File: config.mk
export PLATFORM = sky130hd
export DESIGN_NAME = pdiv_chain
export DESIGN_NICKNAME = d
export VERILOG_FILES = /design/src/core/pdiv_pin_sync.v /design/src/core/pdiv_phase_det.v /design/src/core/pdiv_chain.v
export VERILOG_INCLUDE_DIRS = /design/src /design/src/pkg
export SDC_FILE = /design/constraint.sdc
export NUM_CORES = 1
export LEC_CHECK = 0
export ABC_AREA = 1
export ABC_CLOCK_PERIOD_IN_PS = 3900
export BUFFER_PORTS_ARGS = -buffer_cell sky130_fd_sc_hd__buf_4
export CAP_MARGIN = 20
export CORE_MARGIN = 1.5
export CORE_UTILIZATION = 30
export CTS_CLUSTER_SIZE = 16
export DETAILED_ROUTE_END_ITERATION = 7
export PLACE_DENSITY = 0.58
export SLEW_MARGIN = 25
export SYNTH_ARGS = -nofsm -noshare
export SYNTH_HDL_FRONTEND = slang
export SYNTH_SLANG_ARGS = --single-unit
export TNS_END_PERCENT = 50
File: constraint.sdc
create_clock -name hclk -period 3.9 [get_ports hclk]
set_input_delay 0.585 -clock hclk [delete_from_list [all_inputs] [get_ports hclk]]
set_output_delay 0.585 -clock hclk [all_outputs]
set_load 0.1 [all_outputs]
File: src/pkg/pdiv_defs.vh
`ifndef PDIV_DEFS_VH
`define PDIV_DEFS_VH

// ----------------------------------------------------------------------
// Programming word layout, first serial bit in the top position.
// ----------------------------------------------------------------------
`define PDIV_PROG_W 20
`define PDIV_PROG_RST 20'h00100
`define PDIV_REF_HI_MSB 19
`define PDIV_REF_HI_LSB 18
`define PDIV_MAIN_HI_MSB 17
`define PDIV_MAIN_HI_LSB 16
`define PDIV_BYPASS_BIT 15
`define PDIV_MAIN_LO_MSB 14
`define PDIV_MAIN_LO_LSB 8
`define PDIV_REF_LO_MSB 7
`define PDIV_REF_LO_LSB 4
`define PDIV_SWAL_MSB 3
`define PDIV_SWAL_LSB 0

// ----------------------------------------------------------------------
// Counter widths and prescaler terminal counts.
// ----------------------------------------------------------------------
`define PDIV_MAIN_W 9
`define PDIV_REF_W 6
`define PDIV_SWAL_W 4
`define PDIV_PRE_W 4
`define PDIV_PRE_LAST_LOW 4'h9
`define PDIV_PRE_LAST_HIGH 4'ha

// ----------------------------------------------------------------------
// Register map on the bus, byte addresses.
// ----------------------------------------------------------------------
`define PDIV_ADDR_W 4
`define PDIV_OFF_CTRL 4'h0
`define PDIV_OFF_PROG 4'h4
`define PDIV_OFF_STATUS 4'h8
`define PDIV_CTRL_RST 1'h1
`define PDIV_CTRL_RUN_BIT 0
`define PDIV_HTRANS_NONSEQ_BIT 1

`endif

File: src/core/pdiv_pin_sync.v
// Brings one pin into the hclk domain through three flip-flops.
// The filtered level only moves once the second and third stages agree,
// and a one-cycle pulse marks each accepted rising change.
module pdiv_pin_sync (
  // Clock and reset.
  input wire hclk,
  input wire hresetn,
  // Pin and results.
  input wire pin,
  output reg level,
  output reg rise
);

  reg stage1;
  reg stage2;
  reg stage3;

  // Three-stage capture; only stage2 reads stage1.
  always @(posedge hclk or negedge hresetn)
  begin
    if (!hresetn)
    begin
      stage1 <= 1'b0;
      stage2 <= 1'b0;
      stage3 <= 1'b0;
    end
    else
    begin
      stage1 <= pin;
      stage2 <= stage1;
      stage3 <= stage2;
    end
  end

  // Accept a change only when the two later stages agree.
  always @(posedge hclk or negedge hresetn)
  begin
    if (!hresetn)
    begin
      level <= 1'b0;
      rise <= 1'b0;
    end
    else
    begin
      rise <= 1'b0;
      if (stage2 == stage3 && stage3 != level)
      begin
        level <= stage3;
        rise <= stage3;
      end
    end
  end

endmodule

File: src/core/pdiv_phase_det.v
// Phase-frequency detector fed by the two divided event pulses.
// Whichever divided signal arrives first opens its pulse; the arrival of
// the other one closes both, so the width tracks the phase offset.
module pdiv_phase_det (
  // Clock and reset.
  input wire hclk,
  input wire hresetn,
  // Divided events, one-cycle pulses.
  input wire main_tick,
  input wire ref_tick,
  // Charge pump steering, active low.
  output wire up_pulse_n,
  output wire down_pulse_n
);

  reg up_open;
  reg down_open;

  // Open on the leading edge, clear both once the lagging edge arrives.
  always @(posedge hclk or negedge hresetn)
  begin
    if (!hresetn)
    begin
      up_open <= 1'b0;
      down_open <= 1'b0;
    end
    else if ((main_tick || down_open) && (ref_tick || up_open))
    begin
      up_open <= 1'b0;
      down_open <= 1'b0;
    end
    else
    begin
      if (ref_tick)
        up_open <= 1'b1;
      if (main_tick)
        down_open <= 1'b1;
    end
  end

  // Separate up and down controls for the charge pump.
  assign up_pulse_n = ~up_open;
  assign down_pulse_n = ~down_open;

endmodule

File: src/core/pdiv_chain.v
`include "pdiv_defs.vh"

// ----------------------------------------------------------------------
// Divider chain of an integer-N synthesizer with bus access.
// ----------------------------------------------------------------------

// Overview of operation
// - Prescaler divides by ten or eleven.
// - All divide values from one 20-bit word.
// - Swallow counter drives the modulus select.
// - Bypass low enables prescaler, main plus swallow.
// - Main output equals input over 10(M+1)+A.
// - Main value 1 to 511, divides M+1.
// - Swallow up to 15, keep within M+1.
// - Bypass high skips prescaler, divides M+1.
// - Reference output is input over R+1.
// - Reference value zero passes input through.
// - Detector gives separate up and down.
// - Programming word loads only from serial pins.
// - Leading divided edge opens its low pulse.
module pdiv_chain (
  // Bus clock and reset.
  input wire hclk,
  input wire hresetn,
  // AHB-Lite slave port.
  input wire hsel,
  input wire [31:0] haddr,
  input wire [1:0] htrans,
  input wire hwrite,
  input wire [2:0] hsize,
  input wire [31:0] hwdata,
  input wire hready,
  output wire hreadyout,
  output wire hresp,
  output reg [31:0] hrdata,
  // Analog-side inputs, asynchronous pins.
  input wire rf_input,
  input wire reference_input,
  // Three-wire serial programming pins.
  input wire serial_clk,
  input wire serial_data,
  input wire serial_load,
  // Divided outputs and modulus select.
  output reg main_chain_output,
  output reg compare_ref_output,
  output reg divide_choice_signal,
  // Phase detector outputs.
  output wire up_pulse_n,
  output wire down_pulse_n
);

  // ----------------------------------------------------------------------
  // Pin capture.
  // ----------------------------------------------------------------------
  wire rf_tick;
  wire ref_in_tick;
  wire sclk_rise;
  wire sdata_level;
  wire load_rise;

  // Each asynchronous pin gets its own three-stage synchroniser.
  pdiv_pin_sync u_sync_rf (
    .hclk(hclk),
    .hresetn(hresetn),
    .pin(rf_input),
    .level(),
    .rise(rf_tick)
  );

  pdiv_pin_sync u_sync_ref (
    .hclk(hclk),
    .hresetn(hresetn),
    .pin(reference_input),
    .level(),
    .rise(ref_in_tick)
  );

  pdiv_pin_sync u_sync_sclk (
    .hclk(hclk),
    .hresetn(hresetn),
    .pin(serial_clk),
    .level(),
    .rise(sclk_rise)
  );

  pdiv_pin_sync u_sync_sdata (
    .hclk(hclk),
    .hresetn(hresetn),
    .pin(serial_data),
    .level(sdata_level),
    .rise()
  );

  pdiv_pin_sync u_sync_load (
    .hclk(hclk),
    .hresetn(hresetn),
    .pin(serial_load),
    .level(),
    .rise(load_rise)
  );

  // ----------------------------------------------------------------------
  // Serial programming word.
  // ----------------------------------------------------------------------
  reg [`PDIV_PROG_W-1:0] shift_word;
  reg [`PDIV_PROG_W-1:0] prog_word;

  // Data enters first bit first; the load strobe commits the whole word.
  // The bus has no path into this word, so software cannot corrupt it.
  always @(posedge hclk or negedge hresetn)
  begin
    if (!hresetn)
    begin
      shift_word <= `PDIV_PROG_RST;
      prog_word <= `PDIV_PROG_RST;
    end
    else
    begin
      if (sclk_rise)
        shift_word <= {shift_word[`PDIV_PROG_W-2:0], sdata_level};
      if (load_rise)
        prog_word <= shift_word;
    end
  end

  // Field extraction from the single programming word.
  wire [`PDIV_MAIN_W-1:0] main_value;
  wire [`PDIV_REF_W-1:0] ref_value;
  wire [`PDIV_SWAL_W-1:0] swallow_value;
  wire bypass;

  assign main_value = {prog_word[`PDIV_MAIN_HI_MSB:`PDIV_MAIN_HI_LSB],
                       prog_word[`PDIV_MAIN_LO_MSB:`PDIV_MAIN_LO_LSB]};
  assign ref_value = {prog_word[`PDIV_REF_HI_MSB:`PDIV_REF_HI_LSB],
                      prog_word[`PDIV_REF_LO_MSB:`PDIV_REF_LO_LSB]};
  assign swallow_value = prog_word[`PDIV_SWAL_MSB:`PDIV_SWAL_LSB];
  assign bypass = prog_word[`PDIV_BYPASS_BIT];

  // ----------------------------------------------------------------------
  // Bus control register.
  // ----------------------------------------------------------------------
  reg run;
  wire halt;

  assign halt = ~run;

  // ----------------------------------------------------------------------
  // Dual-modulus prescaler.
  // ----------------------------------------------------------------------
  reg [`PDIV_PRE_W-1:0] pre_count;
  wire [`PDIV_PRE_W-1:0] pre_last;
  wire pre_tick;

  // The terminal count follows the modulus select: ten or eleven inputs.
  assign pre_last = divide_choice_signal ? `PDIV_PRE_LAST_HIGH : `PDIV_PRE_LAST_LOW;
  assign pre_tick = rf_tick && !bypass && (pre_count == pre_last);

  // Prescaler count; held in reset while bypassed to mimic power down.
  always @(posedge hclk or negedge hresetn)
  begin
    if (!hresetn)
      pre_count <= {`PDIV_PRE_W{1'b0}};
    else if (halt || bypass)
      pre_count <= {`PDIV_PRE_W{1'b0}};
    else if (rf_tick)
    begin
      if (pre_count == pre_last)
        pre_count <= {`PDIV_PRE_W{1'b0}};
      else
        pre_count <= pre_count + 1'b1;
    end
  end

  // ----------------------------------------------------------------------
  // Main and swallow counters.
  // ----------------------------------------------------------------------
  reg [`PDIV_MAIN_W-1:0] main_count;
  reg [`PDIV_SWAL_W-1:0] swallow_count;
  wire main_step;
  wire main_wrap;

  // In bypass the main counter steps on every RF edge directly.
  assign main_step = bypass ? rf_tick : pre_tick;
  assign main_wrap = main_step && (main_count == {`PDIV_MAIN_W{1'b0}});

  // Main counter runs M down to zero: M+1 steps per output cycle.
  always @(posedge hclk or negedge hresetn)
  begin
    if (!hresetn)
      main_count <= {`PDIV_MAIN_W{1'b0}};
    else if (halt)
      main_count <= main_value;
    else if (main_step)
    begin
      if (main_count == {`PDIV_MAIN_W{1'b0}})
        main_count <= main_value;
      else
        main_count <= main_count - 1'b1;
    end
  end

  // Swallow counter counts eleven-periods left in this main cycle.
  // It reloads at every main wrap, which also bounds it when A > M+1.
  always @(posedge hclk or negedge hresetn)
  begin
    if (!hresetn)
      swallow_count <= {`PDIV_SWAL_W{1'b0}};
    else if (halt || bypass)
      swallow_count <= swallow_value;
    else if (main_wrap)
      swallow_count <= swallow_value;
    else if (pre_tick && swallow_count != {`PDIV_SWAL_W{1'b0}})
      swallow_count <= swallow_count - 1'b1;
  end

  // Modulus select asks for eleven while swallow periods remain.
  // It is never asserted in bypass, whatever the swallow value holds.
  always @(posedge hclk or negedge hresetn)
  begin
    if (!hresetn)
      divide_choice_signal <= 1'b0;
    else if (halt || bypass)
      divide_choice_signal <= 1'b0;
    else if (main_wrap)
      divide_choice_signal <= (swallow_value != {`PDIV_SWAL_W{1'b0}});
    else if (pre_tick)
      divide_choice_signal <= (swallow_count > {{(`PDIV_SWAL_W-1){1'b0}}, 1'b1});
  end

  // One output pulse per main cycle: 10(M+1)+A or M+1 RF edges apart.
  always @(posedge hclk or negedge hresetn)
  begin
    if (!hresetn)
      main_chain_output <= 1'b0;
    else
      main_chain_output <= main_wrap && !halt;
  end

  // ----------------------------------------------------------------------
  // Reference counter.
  // ----------------------------------------------------------------------
  reg [`PDIV_REF_W-1:0] ref_count;
  wire ref_wrap;

  // With a zero value every reference edge wraps, passing it through.
  assign ref_wrap = ref_in_tick && (ref_count == {`PDIV_REF_W{1'b0}});

  // Counts R down to zero: one output per R+1 reference edges.
  always @(posedge hclk or negedge hresetn)
  begin
    if (!hresetn)
      ref_count <= {`PDIV_REF_W{1'b0}};
    else if (halt)
      ref_count <= ref_value;
    else if (ref_in_tick)
    begin
      if (ref_count == {`PDIV_REF_W{1'b0}})
        ref_count <= ref_value;
      else
        ref_count <= ref_count - 1'b1;
    end
  end

  // Registered comparison pulse.
  always @(posedge hclk or negedge hresetn)
  begin
    if (!hresetn)
      compare_ref_output <= 1'b0;
    else
      compare_ref_output <= ref_wrap && !halt;
  end

  // ----------------------------------------------------------------------
  // Phase detector.
  // ----------------------------------------------------------------------
  pdiv_phase_det u_phase_det (
    .hclk(hclk),
    .hresetn(hresetn),
    .main_tick(main_chain_output),
    .ref_tick(compare_ref_output),
    .up_pulse_n(up_pulse_n),
    .down_pulse_n(down_pulse_n)
  );

  // ----------------------------------------------------------------------
  // AHB-Lite slave.
  // ----------------------------------------------------------------------
  reg wr_pending;
  reg [`PDIV_ADDR_W-1:0] wr_addr;
  wire take;

  // The slave never stalls and always answers OKAY.
  assign hreadyout = 1'b1;
  assign hresp = 1'b0;
  assign take = hsel && hready && htrans[`PDIV_HTRANS_NONSEQ_BIT];

  // Read mux shared by the read path.
  function [31:0] read_word;
    input [`PDIV_ADDR_W-1:0] addr;
    begin
      if (addr == `PDIV_OFF_CTRL)
        read_word = {31'h0, run};
      else if (addr == `PDIV_OFF_PROG)
        read_word = {12'h000, prog_word};
      else if (addr == `PDIV_OFF_STATUS)
        read_word = {27'h0, down_pulse_n, up_pulse_n, compare_ref_output,
                     main_chain_output, divide_choice_signal};
      else
        read_word = 32'h00000000;
    end
  endfunction

  // Address phase capture; read data is prepared for the data phase.
  always @(posedge hclk or negedge hresetn)
  begin
    if (!hresetn)
    begin
      wr_pending <= 1'b0;
      wr_addr <= {`PDIV_ADDR_W{1'b0}};
      hrdata <= 32'h00000000;
    end
    else
    begin
      wr_pending <= take && hwrite;
      if (take)
        wr_addr <= haddr[`PDIV_ADDR_W-1:0];
      if (take && !hwrite && haddr[31:`PDIV_ADDR_W] == 28'h0000000)
        hrdata <= read_word(haddr[`PDIV_ADDR_W-1:0]);
      else if (take)
        hrdata <= 32'h00000000;
    end
  end

  // Data phase write; only the control word is writable from the bus.
  always @(posedge hclk or negedge hresetn)
  begin
    if (!hresetn)
      run <= `PDIV_CTRL_RST;
    else if (wr_pending && wr_addr == `PDIV_OFF_CTRL)
      run <= hwdata[`PDIV_CTRL_RUN_BIT];
  end

endmodule

## Yosys cells after proc, flatten, opt, wreduce, memory -nomap -nowiden

Index checks and enable logic that the tools add are counted.

| cells by class | value |
|---|---|
| add/subtract/negate cells | 4 |
| order comparisons | 1 |
| equality and inequality tests | 15 |
| muxes and demuxes | 30 |
| bitwise logic cells | 3 |
| reductions and logical operators | 37 |

Operators with widths:

| cell | number |
|---|---|
| $mux 32 | 2 |
| $mux 20 | 2 |
| $logic_not 28->1 | 1 |
| $mux 9 | 3 |
| $mux 4 | 6 |
| $logic_and 1x1->1 | 19 |
| $mux 6 | 3 |
| $mux 1 | 12 |
| $logic_not 9->1 | 1 |
| $sub 9x1->9 const B | 1 |
| $logic_not 4->1 | 2 |
| $reduce_bool 2->1 | 4 |
| $reduce_bool 4->1 | 2 |
| $logic_not 6->1 | 1 |
| $reduce_bool 3->1 | 2 |
| $sub 6x1->6 const B | 1 |
| $eq 1x1->1 | 5 |
| $mux 5 | 1 |
| $ne 1x1->1 | 5 |
| $add 4x1->4 const B | 1 |
| $eq 4x3->1 const B | 1 |
| $eq 4x4->1 | 1 |
| $eq 4x4->1 const B | 1 |
| $gt 4x1->1 const B | 1 |
| 6 further kinds | 12 |

| storage, ports and cells | value |
|---|---|
| bits in registers | 130 |
| bits of input ports | 79 |
| logic and storage cells | 129 |

## Longest topological paths before layout

| logic depth | value |
|---|---|
| depth after elaboration | 7 |
| mapped depth | 11 |
| depth with buffers taken out | 11 |

## By module

From an unflattened synthesis, not the netlist that was laid out.

| second synthesis, totals | value |
|---|---|
| cell total of the unflattened synthesis | 621 |
| area, all modules | 5461.5 µm² |

Modules (own cells, without submodules):

| module | instances | cells each | area each (µm²) | seq. area each (µm²) |
|---|---|---|---|---|
| pdiv_chain | 1 | 559 | 4638.2 | 2306.0 |
| pdiv_pin_sync | 5 | 10 | 145.1 | 125.1 |
| pdiv_phase_det | 1 | 12 | 97.6 | 50.0 |

## Worst setup path after synthesis

OpenSTA, ideal clock, no wires.

| path | value |
|---|---|
| kind | reg2reg |
| start point | reg divide_choice_signal |
| end point | reg main_count[2] |
| library setup time | 0.130 ns |
| arrival | 1.860 ns |
| slack | 1.910 ns |
| stages on the path, launching flop included | 11 |
| cells stage by stage | dfrtp_1 > inv_1 > nand2_1 > nand2_1 > nand3_2 > nand2_2 > nand2_1 > nand2_1 > buf_4 > o211ai_1 > o21ai_0 |

| between the ends | value |
|---|---|
| longest elaborated chain between the ends | 5 |

RTL lines:

| item | RTL line | text |
|---|---|---|
| start, declared | pdiv_chain.v:46 | `output reg divide_choice_signal,` |
| start signal, assigned | pdiv_chain.v:225 | `` divide_choice_signal <= (swallow_value != {`PDIV_SWAL_W{1'b0}}); `` |
| start signal, assigned | pdiv_chain.v:227 | `` divide_choice_signal <= (swallow_count > {{(`PDIV_SWAL_W-1){1'b0}}, 1'b1}); `` |
| $mux 2 (no line) | n/a |  |
| $eq 4x4->1 | pdiv_chain.v:156 | `assign pre_tick = rf_tick && !bypass && (pre_count == pre_last);` |
| $logic_and 1x1->1 | pdiv_chain.v:156 |  |
| $mux 1 | pdiv_chain.v:183 | `assign main_step = bypass ? rf_tick : pre_tick;` |
| $ne 2x1->1 (no line) | n/a |  |
| end signal, assigned | pdiv_chain.v:190 | `` main_count <= {`PDIV_MAIN_W{1'b0}}; `` |
| end signal, assigned | pdiv_chain.v:192 | `main_count <= main_value;` |
| end signal, assigned | pdiv_chain.v:196 | `main_count <= main_value;` |
| end, declared | pdiv_chain.v:177 | `` reg [`PDIV_MAIN_W-1:0] main_count; `` |

No other way between the ends.
A chain may end at the register's enable or synchronous reset.

## Final worst setup path

| path | value |
|---|---|
| start point | reg main_count[0] |
| end point | reg main_count[5] |

| between the ends | value |
|---|---|
| longest elaborated chain between the ends | 4 |
| elaborated cells between the ends (all ways) | 5 |
| those cells by class | 1 x add/sub; 3 x mux; 1 x reduce/logical |

RTL lines:

| item | RTL line | text |
|---|---|---|
| $sub 9x1->9 or $logic_not 9->1 (tied branches) | pdiv_chain.v:198, pdiv_chain.v:195 |  |
| $mux 9 * | pdiv_chain.v:195 | `` if (main_count == {`PDIV_MAIN_W{1'b0}}) `` |
| $mux 9 * | pdiv_chain.v:193 | `else if (main_step)` |
| $mux 9 * | pdiv_chain.v:191 | `else if (halt)` |

Mark *: on every way between the ends. The rest lies on a longest branch, timed or not. The select of a mux whose other input is x is not followed.

==> flow_summary.yaml <==
floorplan:
  io_pins: 118
  row_count: 48
  core_area_sq_mm: 0.0172
  start_util_pct: 30.7
  die_x_um: 136
  fp.dieH_um: 136
  fp.dieArea_sq_mm: 0.0184
synthesis:
  async_reset_ff_share_pct: 100
  synth_cell_types: 41
  synth_top_cell_by_area: "dfrtp_1"
  synth_area_leaders: "dfrtp_1, nand2_1, o21ai_0, inv_1, nor2_1"
  synth_edf_count: 0
  seq_area_frac_synth_pct: 55.9
  ys_seq_elements: 118
  ys.warnings.count: 0
  syn_area_sq_mm: 0.00529
  syn_inst: 576
  syn_avg_cell_area_sq_um: 9.19
  synthFlopType: "dfrtp_1"
  synth_top_area_share_pct: 54.4
pwr:
  p_int_mw: 2.97
  p_clk_share_pct: 34.6
  power.switching_mw: 1.59
  total_leakage_power_nw: 3.11
  vdd_drop_max_mv: 0.319
  pwr-share-comb_pct: 25.2
  sw_frac_of_total_pct: 34.9
  seq_power_share_pct: 40.2
  power_mw: 4.56
  power_density_mw_per_mm2: 695
grt:
  overflow: 0
  grt_pass1_wl_um: 18800
  antenna_found_initial: 0
  first_global_vias: 3882
  grt_max_degree: 67
  grt_usage_pct: 13.2
clocking:
  cts_tree: "yes"
  ctsRootBufferMaster: "clkbuf_16"
  postCtsHoldBufs: 0
  clk_pin_slew_ns: 0.05
  post_cts_buffers: 0
  h-tree-depth: 4
  cts_buffer_depth: 2
  cts_sinks: 118
  clkLatencyLatePin_ns: 0.41
  postCtsResizedCells: 0
  cts_inserted_buffers: 17
layout:
  drive_gt1_share_pct: 21.3
  antenna_cells: 0
  nets: 731
  final_cell_area_sq_mm: 0.00656
  post-route-util_pct: 38.1
  final_cell_count_no_fill: 883
  area_growth_pct: 24.0
place:
  place.port_buffers: 68
  dpl.cell_count: 851
  preCtsSetupSlack_ns: 1.83
  dp_hpwl_um: 7460
  gp_congestion: 0.765
  placed_area_sq_mm: 0.00595
critical_path:
  cp_max_fo: 11
  timing.critical_path.from: "main_count[0]"
  start_kind: "register"
  r2r-start: "main_count[0]"
  worst_r2r_path_depth: 9
  crit_arrival_ns: 2.22
  setup.worst_path.end_class: "register"
  cp_data_required_time_ns: 4.19
  path_class: "reg -> reg"
route:
  ant_nets: 0
  totalWireLength_um: 10800
  drtIter0Drc: 260
  drt_pass1_iterations: 5
  vias_per_cell: 4.38
  vias: 3866
  avgRoutedWirePerCell_um: 12.2
  drc_errors: 0
sta:
  skew_ns: 0.00665
  worst_slack_ns: 1.97
  slew_headroom_pct: 54.1
  hold_viol: 0
  tightest_slew_ns: 0.689
  period_minus_slack_ns: 1.93
  final_min_period_over_clock_period_pct: 49.5
  drv_slew: 0
  fmax_mhz: 518
  timing.hold.ws_ns: 0.212
  finalSetupViolCount: 0
  rsz0062_at_grt: "no"
  tns_ns: 0
hold_path:
  hold_path.class: "in -> async"
status:
  status: "finished, final reports clean"
flow_run:
  drv_cap: 0
-- power groups by stage --
stage	logic, mW	clock network [mW]	registers, mW
floorplan	0.924	0	1.79
global placement	1.13	0	1.85
detailed placement	1.15	0	1.85
CTS	1.16	1.62	1.83
global route	1.32	1.68	1.88
finish	1.15	1.58	1.84
-- synth_stat cells (2+ instances only) --
master,n
nand2_1,128
dfrtp_1,115
inv_1,59
o21ai_0,58
nor2_1,47
nand3_1,25
a21oi_1,20
buf_4,16
clkbuf_1,11
nand4_1,10
o21ai_2,10
ha_1,7
o211ai_1,6
xor2_1,6
o21ai_1,5
o22ai_1,5
mux2_2,4
nor2_2,4
xnor2_1,4
buf_6,3
dfstp_2,3
a211oi_1,2
buf_2,2
conb_1,2
inv_2,2
nand2_2,2
nand2_4,2
nand3_2,2
nor3_1,2
o21a_1,2
or2_2,2
-- sequential cells by signal (all words and copies together) (netlist names), 4 cells and up --
register       flops
hrdata            20
main_count         9
pre_count          4
prog_word         20
ref_count          6
shift_word        20
swallow_count      4
wr_addr            4
-- cell type report --
type	instances	area, sq um
sequential	118	2960
fill	1716	10700
tap	225	282
clock inverter	15	181
multi-input combinational	377	1950
inverter	61	229
clock buffer	17	425
timing repair buffer	70	538
-- per-layer routing --
metal  global-route usage [%]  wire length (um)  vias to the layer above
li1                         -                 -                     1985
met1                     17.1              5140                     1805
met2                     20.0              4990                       58
met3                     4.23               414                       18
met4                     5.91               229                        0
met5                        0                 0                        -
-- cell families after synthesis --
| logic type | share of synthesized area [%] |
|---|---|
| mux | 0.851 |
| other cells | 0.142 |
| xor+xnor | 1.66 |
| flops | 55.9 |
| fa+ha+maj | 1.84 |
| compound gates | 11.8 |
| simple gates | 19.6 |
| buf+inv | 8.21 |
-- path summary, 6_finish.rpt --
path	to	slack, ns
worst max-delay path	main_count[5]	1.97
worst min-delay path	u_sync_sclk.stage1	0.21
worst max register to register	main_count[5]	1.97
worst min register to register	u_sync_load.stage2	0.35
max in group asynchronous	run	2.86
min in group hclk	u_sync_sdata.stage1	0.28
-- cells in the final DEF (no fill, tap or decap), types with 6 or more instances in the layout --
cell       Yosys  final
a21oi_1       20     20
buf_4         16     69
clkbuf_16      0     17
conb_1         2     14
dfrtp_1      115    113
ha_1           7      7
inv_1         59     59
nand2_1      128    128
nand3_1       25     25
nand4_1       10     10
nor2_1        47     47
o211ai_1       6      6
o21ai_0       58     58
o21ai_2       10     10
xor2_1         6      6
-- worst max-delay path, cell delays in order, from the launching register on --
cell	delay [ns]
dfrtp_1	0.36
inv_1	0.13
ha_1	0.24
nand2_2	0.13
nor2_2	0.15
nand2_1	0.06
nand2_1	0.27
inv_1	0.20
o211ai_1	0.20
nand2_1	0.08
Power figures use the tool's default switching activity.
